<file path="config.mk">
export PLATFORM = sky130hd
export DESIGN_NAME = cbr_regs
export DESIGN_NICKNAME = d
export VERILOG_FILES = /design/src/cbr_pkg.sv /design/src/cbr_regs.sv
export VERILOG_INCLUDE_DIRS = /design/src /design/src/src
export SDC_FILE = /design/constraint.sdc
export NUM_CORES = 1
export LEC_CHECK = 0
export ABC_AREA = 1
export BUFFER_PORTS_ARGS = -buffer_cell sky130_fd_sc_hd__buf_2
export CAP_MARGIN = 20
export CORE_AREA = 2 2 91 111
export DETAILED_ROUTE_END_ITERATION = 8
export DIE_AREA = 0 0 93 113
export PLACE_DENSITY = 0.65
export SLEW_MARGIN = 20
export SYNTH_ARGS = -nofsm -noshare
export SYNTH_HDL_FRONTEND = slang
export SYNTH_SLANG_ARGS = --single-unit
export TNS_END_PERCENT = 50
</file>
<file path="constraint.sdc">
create_clock -name I_CLK -period 1.8 [get_ports I_CLK]
set_input_delay 0.18 -clock I_CLK [delete_from_list [all_inputs] [get_ports I_CLK]]
set_output_delay 0.18 -clock I_CLK [all_outputs]
set_load 0.02 [all_outputs]
</file>
<file path="src/cbr_map.svh">
`ifndef CBR_MAP_SVH
`define CBR_MAP_SVH

// register offsets
`define CBR_REG_STRAP_HIGH_EN   8'h00
`define CBR_REG_EN_LOW_GROUP    8'h01
`define CBR_REG_EN_MID_GROUP    8'h02
`define CBR_REG_GATE_READBACK   8'h03
`define CBR_REG_RESERVED        8'h04

// byte 0 field positions
`define CBR_B0_PLL_MSB          7
`define CBR_B0_PLL_LSB          6
`define CBR_B0_EN_MSB           5
`define CBR_B0_EN_LSB           3
`define CBR_B0_FREQ             0

// reset values
`define CBR_ENABLE_RESET        19'h7ffff
`define CBR_PLL_RESET           2'h0
`define CBR_FREQ_RESET          1'h1

// three-level strap codes
`define CBR_LVL_LOW             2'h0
`define CBR_LVL_MID             2'h1
`define CBR_LVL_HIGH            2'h2

// pll readback codes
`define CBR_PLL_NARROW          2'h0
`define CBR_PLL_BYPASS          2'h1
`define CBR_PLL_WIDE            2'h3

// slave addresses, write form
`define CBR_ADDR_LL             8'hd8
`define CBR_ADDR_LM             8'hda
`define CBR_ADDR_LH             8'hde
`define CBR_ADDR_ML             8'hc2
`define CBR_ADDR_MM             8'hc4
`define CBR_ADDR_MH             8'hc6
`define CBR_ADDR_HL             8'hca
`define CBR_ADDR_HM             8'hcc
`define CBR_ADDR_HH             8'hce

// timing
`define CBR_CLK_MHZ             200
`define CBR_BUS_MAX_KBPS        400
`define CBR_CYCLES_PER_BIT      ((`CBR_CLK_MHZ * 1000) / `CBR_BUS_MAX_KBPS)

`endif

</file>
<file path="src/cbr_pkg.sv">
package cbr_pkg;

    typedef enum logic [2:0] {
        CBR_IDLE,
        CBR_ADDR,
        CBR_CMD,
        CBR_WRITE,
        CBR_READ,
        CBR_ACK,
        CBR_MACK
    } cbr_state_t;

    typedef struct packed {
        cbr_state_t  state;
        cbr_state_t  after_ack;
        logic [7:0]  shreg;
        logic [3:0]  bitcnt;
        logic [7:0]  ptr;
        logic        sda_low;
        logic        scl_q;
        logic        sda_q;
        logic        mack_ok;
        logic        latched;
        logic [1:0]  pll_mode;
        logic        freq_100m;
        logic [18:0] enable;
        logic [18:0] run;
    } cbr_regs_t;

endpackage : cbr_pkg

</file>
<file path="src/cbr_regs.sv">
`timescale 1ns/100ps
`include "cbr_map.svh"

module cbr_regs
    import cbr_pkg::*;
(
    input  wire logic        I_CLK,
    input  wire logic        I_RESET_N,
    input  wire logic        I_SCL,
    input  wire logic        I_SDA,
    output logic             O_SDA,
    output logic             O_SDA_OE,
    input  wire logic [1:0]  I_ADDR_STRAP_HIGH,
    input  wire logic [1:0]  I_ADDR_STRAP_LOW,
    input  wire logic [1:0]  I_PLL_MODE_STRAP,
    input  wire logic        I_FREQ_SELECT_STRAP,
    input  wire logic        I_POWER_DOWN_INPUT_N,
    input  wire logic [12:5] I_GATE_N,
    output logic [18:0]      O_PAIR_RUN,
    output logic [1:0]       O_PLL_MODE,
    output logic             O_FREQ_100M
);

    cbr_regs_t r;
    cbr_regs_t next_r;

    logic [7:0] slave_addr;
    logic [7:0] rd_data;
    logic       scl_rise;
    logic       scl_fall;
    logic       start_seen;
    logic       stop_seen;

    // slave address decode
    always_comb begin
        case ({I_ADDR_STRAP_HIGH, I_ADDR_STRAP_LOW})
            {`CBR_LVL_LOW,  `CBR_LVL_LOW}:  slave_addr = `CBR_ADDR_LL;
            {`CBR_LVL_LOW,  `CBR_LVL_MID}:  slave_addr = `CBR_ADDR_LM;
            {`CBR_LVL_LOW,  `CBR_LVL_HIGH}: slave_addr = `CBR_ADDR_LH;
            {`CBR_LVL_MID,  `CBR_LVL_LOW}:  slave_addr = `CBR_ADDR_ML;
            {`CBR_LVL_MID,  `CBR_LVL_MID}:  slave_addr = `CBR_ADDR_MM;
            {`CBR_LVL_MID,  `CBR_LVL_HIGH}: slave_addr = `CBR_ADDR_MH;
            {`CBR_LVL_HIGH, `CBR_LVL_LOW}:  slave_addr = `CBR_ADDR_HL;
            {`CBR_LVL_HIGH, `CBR_LVL_MID}:  slave_addr = `CBR_ADDR_HM;
            default:                        slave_addr = `CBR_ADDR_HH;
        endcase
    end

    // read data mux
    always_comb begin
        rd_data = 8'h00;
        if (r.ptr == `CBR_REG_STRAP_HIGH_EN) begin
            rd_data[`CBR_B0_PLL_MSB:`CBR_B0_PLL_LSB] = r.pll_mode;
            rd_data[`CBR_B0_FREQ] = r.freq_100m;
            rd_data[`CBR_B0_EN_MSB:`CBR_B0_EN_LSB] = r.enable[18:16];
        end else if (r.ptr == `CBR_REG_EN_LOW_GROUP) begin
            rd_data = r.enable[7:0];
        end else if (r.ptr == `CBR_REG_EN_MID_GROUP) begin
            rd_data = r.enable[15:8];
        end else if (r.ptr == `CBR_REG_GATE_READBACK) begin
            rd_data = I_GATE_N[12:5];
        end else begin
            rd_data = 8'h00;
        end
    end

    // 500 clocks per bit at full rate
    assign scl_rise   = I_SCL & ~r.scl_q;
    assign scl_fall   = ~I_SCL & r.scl_q;
    assign start_seen = I_SCL & r.scl_q & r.sda_q & ~I_SDA;
    assign stop_seen  = I_SCL & r.scl_q & ~r.sda_q & I_SDA;

    always_comb begin
        next_r = r;
        next_r.scl_q = I_SCL;
        next_r.sda_q = I_SDA;

        if (!r.latched) begin
            next_r.latched   = 1'b1;
            next_r.freq_100m = I_FREQ_SELECT_STRAP;
            case (I_PLL_MODE_STRAP)
                `CBR_LVL_LOW:  next_r.pll_mode = `CBR_PLL_NARROW;
                `CBR_LVL_MID:  next_r.pll_mode = `CBR_PLL_BYPASS;
                default:       next_r.pll_mode = `CBR_PLL_WIDE;
            endcase
        end

        if (!I_POWER_DOWN_INPUT_N) begin
            next_r.state   = CBR_IDLE;
            next_r.sda_low = 1'b0;
        end else if (start_seen) begin
            next_r.state   = CBR_ADDR;
            next_r.bitcnt  = 4'h0;
            next_r.sda_low = 1'b0;
        end else if (stop_seen) begin
            next_r.state   = CBR_IDLE;
            next_r.sda_low = 1'b0;
        end else begin
            case (r.state)
                CBR_ADDR, CBR_CMD, CBR_WRITE: begin
                    if (scl_rise && r.bitcnt < 4'h8) begin
                        next_r.shreg  = {r.shreg[6:0], I_SDA};
                        next_r.bitcnt = r.bitcnt + 4'h1;
                    end else if (scl_fall && r.bitcnt == 4'h8) begin
                        next_r.bitcnt  = 4'h0;
                        next_r.state   = CBR_ACK;
                        next_r.sda_low = 1'b1;
                        if (r.state == CBR_ADDR) begin
                            if (r.shreg[7:1] != slave_addr[7:1]) begin
                                next_r.state   = CBR_IDLE;
                                next_r.sda_low = 1'b0;
                            end else if (r.shreg[0]) begin
                                next_r.after_ack = CBR_READ;
                            end else begin
                                next_r.after_ack = CBR_CMD;
                            end
                        end else if (r.state == CBR_CMD) begin
                            next_r.ptr       = r.shreg;
                            next_r.after_ack = CBR_WRITE;
                        end else begin
                            if (r.ptr == `CBR_REG_STRAP_HIGH_EN) begin
                                next_r.enable[18:16] = r.shreg[`CBR_B0_EN_MSB:`CBR_B0_EN_LSB];
                            end else if (r.ptr == `CBR_REG_EN_LOW_GROUP) begin
                                next_r.enable[7:0] = r.shreg;
                            end else if (r.ptr == `CBR_REG_EN_MID_GROUP) begin
                                next_r.enable[15:8] = r.shreg;
                            end
                            next_r.ptr       = r.ptr + 8'h01;
                            next_r.after_ack = CBR_WRITE;
                        end
                    end
                end
                CBR_ACK: begin
                    if (scl_fall) begin
                        next_r.sda_low = 1'b0;
                        next_r.state   = r.after_ack;
                        if (r.after_ack == CBR_READ) begin
                            next_r.shreg   = rd_data;
                            next_r.ptr     = r.ptr + 8'h01;
                            next_r.sda_low = ~rd_data[7];
                        end
                    end
                end
                CBR_READ: begin
                    if (scl_rise) begin
                        next_r.bitcnt = r.bitcnt + 4'h1;
                    end else if (scl_fall && r.bitcnt == 4'h8) begin
                        next_r.bitcnt  = 4'h0;
                        next_r.sda_low = 1'b0;
                        next_r.state   = CBR_MACK;
                    end else if (scl_fall) begin
                        next_r.shreg   = {r.shreg[6:0], 1'b0};
                        next_r.sda_low = ~r.shreg[6];
                    end
                end
                CBR_MACK: begin
                    if (scl_rise) begin
                        next_r.mack_ok = ~I_SDA;
                    end else if (scl_fall && r.mack_ok) begin
                        next_r.state   = CBR_READ;
                        next_r.shreg   = rd_data;
                        next_r.ptr     = r.ptr + 8'h01;
                        next_r.sda_low = ~rd_data[7];
                    end else if (scl_fall) begin
                        next_r.state = CBR_IDLE;
                    end
                end
                default: begin
                    next_r.sda_low = 1'b0;
                end
            endcase
        end

        next_r.run        = r.enable;
        next_r.run[12:5]  = r.enable[12:5] & ~I_GATE_N[12:5];
        if (!I_POWER_DOWN_INPUT_N) begin
            next_r.run = 19'h00000;
        end
    end

    always_ff @(posedge I_CLK or negedge I_RESET_N) begin
        if (!I_RESET_N) begin
            r.state     <= CBR_IDLE;
            r.after_ack <= CBR_IDLE;
            r.shreg     <= 8'h00;
            r.bitcnt    <= 4'h0;
            r.ptr       <= 8'h00;
            r.sda_low   <= 1'b0;
            r.scl_q     <= 1'b1;
            r.sda_q     <= 1'b1;
            r.mack_ok   <= 1'b0;
            r.latched   <= 1'b0;
            r.pll_mode  <= `CBR_PLL_RESET;
            r.freq_100m <= `CBR_FREQ_RESET;
            r.enable    <= `CBR_ENABLE_RESET;
            r.run       <= 19'h00000;
        end else begin
            r <= next_r;
        end
    end

    assign O_SDA       = 1'b0;
    assign O_SDA_OE    = r.sda_low;
    assign O_PAIR_RUN  = r.run;
    assign O_PLL_MODE  = r.pll_mode;
    assign O_FREQ_100M = r.freq_100m;

endmodule : cbr_regs

</file>
# Word level (Yosys, flattened, before mapping)
# Memory sizes are Yosys's and may differ from the RTL's.
# Cells that the tools add are included.
[totals]
register_bits = 72
mem_bits_ro = 64
input_bits = 20
out_inout_bits = 24
wordCells = 157
memories = 1
[op_classes]
n_addsub = 2
order_cmp = 1
eq_ne = 38
muxes = 58
bitwise_logic = 22
reduce_logical = 19
[memory_table]
columns = ["name", "depth", "word_bits", "read_ports", "rd_clocked_by_memory_dff", "wr", "line", "rtl"]
rows = [
  ["(name not given)", 16, 4, 1, 0, 0, "cbr_regs.sv:36", "case ({I_ADDR_STRAP_HIGH, I_ADDR_STRAP_LOW})"],
]
[op_table]
columns = ["cell", "n"]
rows = [
  ["two-way mux 8 bit", 13],
  ["two-way mux 9 bit", 5],
  ["two-way mux 3 bit", 14],
  ["inequality test 5 bit (second input constant)", 7],
  ["case mux 8 bit (4 select lines)", 1],
  ["inequality test 2 bit (second input constant)", 13],
  ["case mux 8 bit (3 select lines)", 1],
  ["AND reduction 11 bit", 2],
  ["two-way mux 19 bit", 1],
  ["== test 8 x 2 -> 1 bit (second input constant)", 2],
  ["two-way mux 4 bit", 4],
  ["AND reduction 7 bit", 2],
  ["two-way mux 13 bit", 1],
  ["NOT 1 bit", 13],
  ["== test 3 bit (second input constant)", 4],
  ["two-way mux 12 bit", 1],
  ["two-way mux 6 bit", 2],
  ["inequality test 6 bit (second input constant)", 2],
  ["case mux 3 bit (4 select lines)", 1],
  ["AND reduction 12 bit", 1],
  ["AND reduction 10 bit", 1],
  ["AND reduction 5 bit", 2],
  ["two-way mux 1 bit", 9],
  ["AND reduction 9 bit", 1],
  ["other kinds (26)", 37],
]

# Longest topological paths before layout
# Gate-level depths: netlist (run 1).
[depth]
ltp_word = 12
mapped_depth = 15
depth_no_buf = 15

# Worst setup path after synthesis (run 1)
# Ideal clock, no wire load.
[synth_path]
path_kind = "reg-to-reg"
start = "reg r[46] (netlist name)"
end = "reg r[34] (netlist name)"
setup_ps = 78
arrival_time_ps = 1710
t_required_ps = 1722
setup_slack_ps = 11
stages_incl_launch_ff = 9
n_path_buf = 1
period_less_slack_ps = 1789
cell_sequence = "dfrtp_1 inv_1 ha_1 clkinv_1 nor3_4 nand4_2 buf_6 nand2_1 o21ai_2"
[synth_between]
elab_chain_cells = 3
elab_cells_between_ends = 6
classes_between = "eq/ne: 2; bitwise: 2; reduce/logical: 2"
[synth_rtl]
columns = ["item", "line", "rtl"]
rows = [
  ["start: declaration", "cbr_regs.sv:24", "cbr_regs_t r;"],
  ["start signal: assignment", "cbr_regs.sv:198", "r <= next_r;"],
  ["== test 8 x 1 -> 1 bit (no source line) / zero test 8 bit (equally long branches)", "-", ""],
  ["NOT 1 bit (no source line)", "-", ""],
  ["AND reduction 11 bit (no source line) (*)", "-", ""],
]
# Every way passes the cells marked *; elsewhere a longest branch is shown, timed or not.
# A chain may end at the register's enable or synchronous reset.

# Worst setup path in the final report (run 1)
[layout_path]
start = "reg r[44] (netlist name)"
end = "reg r[58] (netlist name)"
[layout_between]
elab_chain_cells = 5
elab_cells_between_ends = 21
classes_between = "eq/ne: 7; bitwise: 10; reduce/logical: 4"
[layout_rtl]
columns = ["item", "line", "rtl"]
rows = [
  ["NOT 1 bit / bitwise AND 1 bit (equally long branches)", "cbr_regs.sv:68, cbr_regs.sv:70, cbr_regs.sv:71", ""],
  ["bitwise AND 1 bit (on tied branches)", "cbr_regs.sv:68, cbr_regs.sv:70, cbr_regs.sv:71", ""],
  ["logical AND 1 bit (tied with other cells)", "cbr_regs.sv:101", "if (scl_rise && r.bitcnt < 4'h8) begin"],
  ["inequality test 2 bit (no source line) / NOT 1 bit (equally long branches)", "-", ""],
  ["AND reduction 12 bit (no source line) (*)", "-", ""],
]
# Marks and branches as above.

==> results of run 1 <==
-- final cells by class --
cell class              instances  area [µm²]
multi-input cells             356        1974
fillers                       874        3993
clock buffers                   9       225.2
flip-flops and latches         72        1833
repair buffers                115       803.3
clock inverters                 7       101.3
well taps                     123       153.9
inverters                      73       285.3
-- how the worst min path moves through the flow --
stage,endpoint
6_report,O_PAIR_RUN[9]$_DFF_PN0_
5_1_grt,O_PAIR_RUN[9]$_DFF_PN0_
4_1_cts,r[44]$_DFF_PN1_
3_5_place_dp,r[69]$_DFFE_PN0P_
3_3_place_gp,r[69]$_DFFE_PN0P_
2_1_floorplan,O_PAIR_RUN[0]$_DFF_PN0_
-- power by group through the flow --
stage | clock network, µW | registers [µW] | logic (µW)
2_1_floorplan | 0 | 1910 | 496
3_3_place_gp | 0 | 1940 | 984
3_5_place_dp | 0 | 1940 | 995
4_1_cts | 2030 | 1910 | 1010
5_1_grt | 2110 | 1950 | 1180
6_report | 2000 | 1930 | 1060
-- logic make-up (layout without fill, tap and decap cells) --
| kind of cell | after synthesis | after routing | synth area share [%] |
|---|---|---|---|
| other cells | 2 | 2 | 0.1807 |
| compound gates | 97 | 97 | 13.85 |
| flops | 72 | 72 | 44.02 |
| fa+ha+maj | 6 | 6 | 1.807 |
| simple gates | 248 | 248 | 27.88 |
| buf+inv | 100 | 204 | 11.62 |
| xor+xnor | 3 | 3 | 0.6325 |
-- sequential cells by signal (all words and copies together) (netlist names) --
signal       count
r               49
O_PAIR_RUN      19
O_PLL_MODE       2
O_FREQ_100M      1
O_SDA_OE         1
-- stage by stage --
step	power [µW]	instances	util (%)	setup WS, ps	hold WS, ps
6_report	4994	755	57.39	-40.95	17.69
2_1_floorplan	2408	528	-	11.42	-115.6
4_1_cts	4962	747	55.34	-47.37	-24.88
3_5_place_dp	2931	725	51.10	-123.6	237.4
3_3_place_gp	2920	725	51.10	-100.5	232.5
5_1_grt	5235	755	57.39	-150.0	24.29
-- worst max-delay path: cells and delay by family, from the launching register on --
family	cells	cell delay, ps
buffers and inverters	2	230
DFF	1	540
and+or+nand+nor	5	670
AOI/OAI and AO/OA	3	270
-- cells in the final DEF (no fill, tap or decap), drive strengths merged, types with 3 or more instances in the layout --
master,synthesis,routed
o21ai,48,48
dfrtp,50,50
nor3,15,15
nand3,29,29
ha,6,6
clkbuf,2,9
dlygate4sd3,0,3
buf,25,112
inv,71,75
a21oi,29,29
o22ai,5,5
a22oi,5,5
nand4,6,6
a31oi,5,5
nor2,67,67
dfstp,22,22
nand2,128,128
-- layer usage --
| layer | up-vias | part of all wire (%) | wire [µm] | global-route usage [%] |
|---|---|---|---|---|
| li1 | 1893 | - | - | - |
| met1 | 1767 | 43 | 4801 | 29.08 |
| met2 | 138 | 49 | 5420 | 36.86 |
| met3 | 27 | 5.4 | 605 | 4.128 |
| met4 | 0 | 2.7 | 298 | 9.902 |
| met5 | - | 0 | 0 | 0 |
-- timing repair --
action,in CTS,in global routing
hold endpoints to repair,52,1
cloned,0,1
endpoints found under the setup margin,29,45
setup buffers,4,6
pin swaps,1,15
resized for setup,6,40
hold buffers,2,1
==> results.sh, run 1 <==
export IMPL_die_height_um=113
export IMPL_antenna_found_initial=0
export IMPL_p_clk_share_pct=40.0
export IMPL_synth_top_cells_by_area="dfrtp_1 30%, dfstp_2 14%, nand2_1 11%"
export IMPL_grt_max_degree=73
export IMPL_violations="negative setup slack"
export IMPL_irDropWorstVdd_mv=0.5165
export IMPL_power_leakage_uw=0.002691
export IMPL_cp_arrival_ps=2060
export IMPL_clock_skew_ps=6.179
export IMPL_yosys_area_top_type_share_pct=30.11
export IMPL_status="finished with violations"
export IMPL_fin_crit_ps=1841
export IMPL_cts_tree="yes"
export IMPL_dp_hpwl_mm=8.188
export IMPL_dieArea_um2=10510
export IMPL_worstSetupPathType="reg -> reg"
export IMPL_synth_async_sr_flop_share_pct=100.0
export IMPL_grt_usage_pct=22.51
export IMPL_hp_class="in -> reg"
export IMPL_cts_max_level=3
export IMPL_cp_end_kind="flop"
export IMPL_gp_congestion=0.9689
export IMPL_seq_area_frac_synth_pct=44.02
export IMPL_netlist_area_um2=4155
export IMPL_syn_inst=528
export IMPL_cp_start_kind="flop"
export IMPL_fin_tns_setup_ps=-86.29
export IMPL_vias=3825
export IMPL_cts_sinks=72
export IMPL_root_buffer="clkbuf_16"
export IMPL_grt_overflow_total=0
export IMPL_synthTopCellsByCount="122 x nand2_1, 59 x nor2_1, 57 x inv_1, 50 x dfrtp_1, 28 x a21oi_1"
export IMPL_grt_pass1_wl_mm=18.22
export IMPL_finalMaxSlewViolations=0
export IMPL_yosysMostFrequentCell="nand2_1"
export IMPL_antenna_left=0
export IMPL_rsz0062_at_grt="true"
export IMPL_crit_path_top_delay_cell="dfstp_2"
export IMPL_crit_start="r[44]$_DFF_PN1_"
export IMPL_setup_viol=7
export IMPL_ios=44
export IMPL_max_cap_violations=0
export IMPL_crit_end="r[58]$_DFFE_PN0P_"
export IMPL_cellPowerDensity_nw_per_um2=928.9
export IMPL_layout_area_overhead_vs_synth_pct=29.39
export IMPL_drc_errors=0
export IMPL_numCtsBuffers=9
export IMPL_fin_ws_ps=-40.95
export IMPL_fin_area_um2=5376
export IMPL_synthFlopType="dfrtp_1"
export IMPL_cts_buffer_depth=2
export IMPL_drt_iter0_markers=254
export IMPL_avgSynthCellArea_um2=7.870
export IMPL_p_comb_share_pct=21.3
export IMPL_synth_edff_count=0
export IMPL_viasPerCell=5.066
export IMPL_period_share_pct=102.3
export IMPL_dr_pass1_iters=5
export IMPL_worstSkewPairLatency_ps=350
export IMPL_r2r_slack_ps=-40
export IMPL_drive_gt1_share_pct=37.18
export IMPL_reg2reg_depth=10
export IMPL_yosysTopAreaCell="dfrtp_1"
export IMPL_ys_ff_latch=72
export IMPL_finalNetCount=653
export IMPL_crit_fanout=7
export IMPL_rr_endpoint="r[58]$_DFFE_PN0P_"
export IMPL_p_int_uw=3436
export IMPL_antenna_cells=0
export IMPL_yosysUniqueCellTypes=44
export IMPL_seqPwrFrac_pct=38.7
export IMPL_core_area_um2=9369
export IMPL_portBuffers=42
export IMPL_initial_core_util_pct=44.35
export IMPL_power_switching_uw=1558
export IMPL_max_freq_mhz=543.2
export IMPL_critical_path_cell_chain="inv_2 > nor2_4 > nand2_2 > nand2_2 > o21ai_2 > nor2_4 > nand3_4 > buf_4 > a21oi_1 > a22oi_1"
export IMPL_worst_endpoint_required_ps=2020
export IMPL_hold_viol=0
export IMPL_slowest_delay_ps=540
export IMPL_whs_path_depth=2
export IMPL_synth_fp_nets=554
export IMPL_cts_clk_slew_worst_paths_ps=60
export IMPL_placed_cell_area_um2=4787
export IMPL_drt_total_wl_mm=11.13
export IMPL_r2r_start="r[44]$_DFF_PN1_"
export IMPL_wire_per_inst_um=14.74
export IMPL_die_w_um=93
export IMPL_yosysWarnings=0
export IMPL_min_from="I_GATE_N[9]"
export IMPL_rows=39
export IMPL_p_sw_share_pct=31.20
export IMPL_grt_pass1_vias=3607
(Power assumes the default switching activity.)
==> run 2: changes to the inputs <==
--- a/config.mk
+++ b/config.mk
@@ -12,7 +12,7 @@
 export CORE_AREA = 2 2 91 111
 export DETAILED_ROUTE_END_ITERATION = 8
 export DIE_AREA = 0 0 93 113
-export PLACE_DENSITY = 0.65
+export PLACE_DENSITY = 0.63
 export SLEW_MARGIN = 20
 export SYNTH_ARGS = -nofsm -noshare
 export SYNTH_HDL_FRONTEND = slang
==> constraint.sdc (replaced) <==
create_clock -name I_CLK -period 1.95 [get_ports I_CLK]
set_input_delay 0.195 -clock I_CLK [delete_from_list [all_inputs] [get_ports I_CLK]]
set_output_delay 0.195 -clock I_CLK [all_outputs]
set_load 0.02 [all_outputs]
==> run 2 against run 1 <==
Effect of this change: global-route usage down 2.2 points; register-to-register slack improved by 180 ps; the run now ends clean; via count down 7.1%; critical path depth increased by 1; wire length down 9.3%; die area unchanged; total power shrank 14%; critical path type unchanged; final cell count fell by 6.6%; combinational power is 30% lower; fmax is 1.9% higher; core utilization is 5.5 points lower; clock skew grew 1.6 ps.
==> results.sh, run 2 (synthesis gave the netlist of run 1 again) <==
export IMPL_cellPowerDensity_nw_per_um2=886.1
export IMPL_irDropWorstVdd_mv=0.4047
export IMPL_drive_gt1_share_pct=28.52
export IMPL_crit_fanout=9
export IMPL_die_w_um=93
export IMPL_worst_endpoint_required_ps=2180
export IMPL_critical_path_cell_chain="inv_1 > nor2_4 > nand2_1 > nand2_1 > o21ai_1 > nor2_4 > nand3_4 > inv_4 > o21ai_0 > nor2_1 > nor2_1"
export IMPL_cp_end_kind="flop"
export IMPL_numCtsBuffers=9
export IMPL_slowest_delay_ps=530
export IMPL_largest_reg_flops=49
export IMPL_rows=39
export IMPL_fin_tns_setup_ps=0
export IMPL_fill_cells=917
export IMPL_grt_pass1_vias=3406
export IMPL_grt_usage_pct=20.31
export IMPL_dp_hpwl_mm=7.570
export IMPL_status="finished clean"
export IMPL_die_height_um=113
export IMPL_multi_input_area_um2=1869
export IMPL_antenna_found_initial=0
export IMPL_setup_viol=0
export IMPL_regMostFlops="r"
export IMPL_period_share_pct=92.62
export IMPL_max_cap_violations=0
export IMPL_cts_buffer_depth=2
export IMPL_cts_tree="yes"
export IMPL_worstSkewPairLatency_ps=340
export IMPL_place_ws_ps=68.38
export IMPL_cp_arrival_ps=2030
export IMPL_root_buffer="clkbuf_16"
export IMPL_grt_overflow_total=0
export IMPL_antenna_cells=0
export IMPL_layout_area_overhead_vs_synth_pct=16.95
export IMPL_dieArea_um2=10510
export IMPL_final_common_cell="nand2_1"
export IMPL_portBuffers=42
export IMPL_cts_max_level=3
export IMPL_seqCellArea_um2=1831
export IMPL_hold_viol=0
export IMPL_drc_errors=0
export IMPL_fin_area_um2=4860
export IMPL_fin_util_pct=51.87
export IMPL_cp_start_kind="flop"
export IMPL_fin_ws_ps=143.8
export IMPL_ios=44
export IMPL_finalMaxSlewViolations=0
export IMPL_power_leakage_uw=0.002429
export IMPL_wire_per_inst_um=14.31
export IMPL_finalNetCount=603
export IMPL_max_freq_mhz=553.7
export IMPL_hp_class="in -> reg"
export IMPL_final_cell_mix="121 x nand2_1, 56 x inv_1, 55 x nor2_1"
export IMPL_viasPerCell=5.043
export IMPL_gp_congestion=0.9430
export IMPL_worstSetupPathType="reg -> reg"
export IMPL_drt_iter0_markers=173
export IMPL_cts_clk_slew_worst_paths_ps=60
export IMPL_vias=3555
export IMPL_placed_cell_area_um2=4489
export IMPL_fin_crit_ps=1806
export IMPL_drt_total_wl_mm=10.09
export IMPL_antenna_left=0
export IMPL_initial_core_util_pct=44.35
export IMPL_crit_path_top_delay_cell="dfstp_2"
export IMPL_power_uw=4306
export IMPL_cts_sinks=72
export IMPL_grt_max_degree=73
export IMPL_clock_skew_ps=7.744
export IMPL_grt_pass1_wl_mm=16.81
export IMPL_rsz0062_at_grt="false"
export IMPL_dr_pass1_iters=5
export IMPL_core_area_um2=9369
run 2: per-stage QoR:
step / hold WS (ps) / std cells
finish: 1.595 / 705
global route: 4.660 / 705
CTS: 1.186 / 704
detailed placement: 254.9 / 687
global placement: 249.2 / 687
floorplan: -100.6 / 528
run 2: critical path, delay by kind of cell, from the launching register on:
kind	cells	cell delay [ps]
buffers and inverters	2	200
AND/OR/NAND/NOR	7	780
AO/OA/AOI/OAI	2	180
flip-flops	1	530
run 2: worst paths after layout:
kind | start | endpoint | slack [ps] | depth (start not counted)
min in group asynchronous | I_RESET_N | r[69]$_DFFE_PN0P_ | 380 | 3
worst max-delay path | r[44]$_DFF_PN1_ | r[63]$_DFFE_PN0P_ | 140 | 11
worst min-delay path | I_SCL | r[44]$_DFF_PN1_ | 2 | 1
worst min register to register | r[26]$_DFFE_PN1P_ | r[26]$_DFFE_PN1P_ | 470 | 2
worst max register to register | r[44]$_DFF_PN1_ | r[63]$_DFFE_PN0P_ | 140 | 11
max in group asynchronous | I_RESET_N | r[29]$_DFFE_PN1P_ | 1170 | 3
run 2: final cells by class:
type / count / share of cell area [%]
Tap cell: 123 / 3.167
Clock inverter: 7 / 1.982
Multi-Input combinational cell: 356 / 38.47
Clock buffer: 9 / 4.634
Sequential cell: 72 / 37.67
Timing Repair Buffer: 65 / 8.265
Inverter: 73 / 5.819
run 2: where the power goes:
| part | leakage, µW | switching [µW] | internal (µW) |
|---|---|---|---|
| Clock | 0.000159 | 663 | 1120 |
| Sequential | 0.000868 | 140 | 1640 |
| Combinational | 0.00140 | 495 | 247 |
| Total | 0.00243 | 1300 | 3010 |
run 2: metal layers:
layer | vias to the layer above | routed length [µm] | share of wire, % | track usage (%)
met3 | 16 | 419 | 4.2 | 3.928
met2 | 96 | 4845 | 48 | 33.24
met5 | - | 0 | 0 | 0
met4 | 0 | 238 | 2.4 | 7.353
met1 | 1659 | 4583 | 45 | 26.84
li1 | 1784 | - | - | -
run 2: repair_timing:
item / in CTS / in global routing
resized for setup: 0 / 16
buffers inserted: 0 / 1
hold buffers: 1 / 0
endpoints found under the hold margin: 50 / 0
endpoints found under the setup margin: 0 / 27
==> run 3: changes to the inputs <==
--- a/config.mk
+++ b/config.mk
@@ -12,6 +12,7 @@
 export CORE_AREA = 2 2 91 111
 export DETAILED_ROUTE_END_ITERATION = 8
 export DIE_AREA = 0 0 93 113
+export HOLD_SLACK_MARGIN = 0.05
 export PLACE_DENSITY = 0.63
 export SLEW_MARGIN = 20
 export SYNTH_ARGS = -nofsm -noshare
==> run 3 against run 2 <==
Effect of this change: count of clock-buffer cells in the layout is the same; wire length about the same; combinational power increased by 2%; sequential power barely moved; non-clock buffer count grew 8; sequential share of layout area is 0.61 points lower; clock skew is 0.84 ps lower; first-iteration DRC count increased by 5.2%; cell area is 1.6% higher; die area did not move; critical path type unchanged.
==> results.sh, run 3 (synthesis gave the netlist of run 1 again) <==
export IMPL_rr_endpoint="r[63]$_DFFE_PN0P_"
export IMPL_layout_area_overhead_vs_synth_pct=18.88
export IMPL_cp_end_kind="flop"
export IMPL_cp_start_kind="flop"
export IMPL_viasPerCell=4.986
export IMPL_reg2reg_depth=11
export IMPL_cts_clk_slew_worst_paths_ps=60
export IMPL_antenna_left=0
export IMPL_grt_pass1_vias=3442
export IMPL_fill_cells=905
export IMPL_cellPowerDensity_nw_per_um2=874.2
export IMPL_finalNetCount=611
export IMPL_drt_iter0_markers=182
export IMPL_status="finished clean"
export IMPL_worstSetupPathType="reg -> reg"
export IMPL_crit_fanout=9
export IMPL_rows=39
export IMPL_r2r_slack_ps=140
export IMPL_critical_path_cell_chain="inv_1 > nor2_4 > nand2_1 > nand2_1 > o21ai_1 > nor2_4 > nand3_4 > inv_4 > o21ai_0 > nor2_1 > nor2_1"
export IMPL_slowest_delay_ps=530
export IMPL_hold_viol=0
export IMPL_max_freq_mhz=553.1
export IMPL_min_from="I_FREQ_SELECT_STRAP"
export IMPL_crit_path_top_delay_cell="dfstp_2"
export IMPL_grt_pass1_wl_mm=16.92
export IMPL_final_cell_mix="121 x nand2_1, 56 x inv_1, 55 x nor2_1"
export IMPL_fin_crit_ps=1808
export IMPL_final_common_cell="nand2_1"
export IMPL_crit_start="r[44]$_DFF_PN1_"
export IMPL_power_leakage_uw=0.002462
export IMPL_numCtsBuffers=9
export IMPL_ios=44
export IMPL_largest_reg_flops=49
export IMPL_gp_congestion=0.9430
export IMPL_antenna_cells=0
export IMPL_min_to="O_FREQ_100M$_DFFE_PN1N_"
export IMPL_dp_hpwl_mm=7.570
export IMPL_initial_core_util_pct=44.35
export IMPL_multi_input_area_um2=1869
export IMPL_cts_tree="yes"
export IMPL_seqCellArea_um2=1831
export IMPL_regMostFlops="r"
export IMPL_grt_overflow_total=0
export IMPL_core_area_um2=9369
export IMPL_grt_usage_pct=20.42
export IMPL_hp_class="in -> reg"
export IMPL_drt_total_wl_mm=10.09
export IMPL_drc_errors=0
export IMPL_cts_sinks=72
export IMPL_worstSkewPairLatency_ps=340
export IMPL_cts_buffer_depth=2
export IMPL_dieArea_um2=10510
export IMPL_die_height_um=113
export IMPL_wire_per_inst_um=14.15
export IMPL_fin_tns_setup_ps=0
export IMPL_r2r_start="r[44]$_DFF_PN1_"
export IMPL_period_share_pct=92.71
export IMPL_setup_viol=0
export IMPL_clock_skew_ps=6.904
export IMPL_irDropWorstVdd_mv=0.4058
export IMPL_portBuffers=42
export IMPL_rsz0062_at_grt="false"
export IMPL_finalMaxSlewViolations=0
export IMPL_worst_endpoint_required_ps=2180
export IMPL_power_uw=4318
export IMPL_cp_arrival_ps=2030
export IMPL_vias=3555
export IMPL_max_cap_violations=0
export IMPL_cts_max_level=3
export IMPL_antenna_found_initial=0
export IMPL_dr_pass1_iters=5
export IMPL_root_buffer="clkbuf_16"
export IMPL_die_w_um=93
export IMPL_drive_gt1_share_pct=28.14
export IMPL_grt_max_degree=73
export IMPL_whs_path_depth=3
run 3: cell types whose count changed in the layout (fill, tap and decap cells not counted):
| cell | delta |
|---|---|
| dlygate4sd3_1 | +8 |
run 3: through the flow:
| step | std cells | cell area [µm²] | utilization, % | setup slack (ps) | hold WS, ps |
|---|---|---|---|---|---|
| after global placement | 687 | 4489 | 47.92 | 88.59 | 249.2 |
| after floorplan | 528 | 4155 | - | 161.4 | -100.6 |
| after global routing | 713 | 4940 | 52.72 | 0.5829 | 60.81 |
| final | 713 | 4940 | 52.72 | 142.1 | 55.92 |
| after detailed placement | 687 | 4489 | 47.92 | 68.38 | 254.9 |
| after CTS | 712 | 4901 | 52.31 | 42.25 | 50.53 |
run 3: worst max-delay path by stage:
stage,endpoint,depth (start not counted)
CTS,r[68]$_DFFE_PN0P_,9
global route,r[62]$_DFFE_PN0P_,11
detailed placement,r[68]$_DFFE_PN0P_,9
global placement,r[59]$_DFFE_PN0P_,9
finish,r[63]$_DFFE_PN0P_,11
floorplan,r[34]$_DFFE_PN1P_,8
run 3: cell type report:
| class | count | share of cell area (%) |
|---|---|---|
| clock buffers | 9 | 4.559 |
| clock inverters | 7 | 1.950 |
| inverters | 73 | 5.724 |
| multi-input cells | 356 | 37.84 |
| flip-flops and latches | 72 | 37.06 |
| well taps | 123 | 3.116 |
| repair buffers | 73 | 9.752 |
run 3: critical path: cells and delay by family (launching register included):
kind	cells	cell delay [ps]
AOI/OAI and AO/OA	2	180
buffers and inverters	2	200
DFF	1	530
and+or+nand+nor	7	780
run 3: per-layer routing:
layer	GRT usage (%)	wire length [µm]
met5	0	0
met4	7.353	214
met3	3.795	420
met2	33.53	4876
met1	27.01	4580
run 3: repair_timing:
item,CTS,global route
endpoints found under the hold margin,58,0
buffers inserted,0,1
resized for setup,0,16
hold buffers,9,0
setup endpoints to repair,0,27
run 3: where the power goes:
group          total [µW]  switching [µW]  leakage (µW)  internal [µW]
logic                 758             500       0.00144            258
registers            1780             140      0.000868           1640
clock network        1780             660      0.000159           1120
total                4320            1300       0.00246           3020
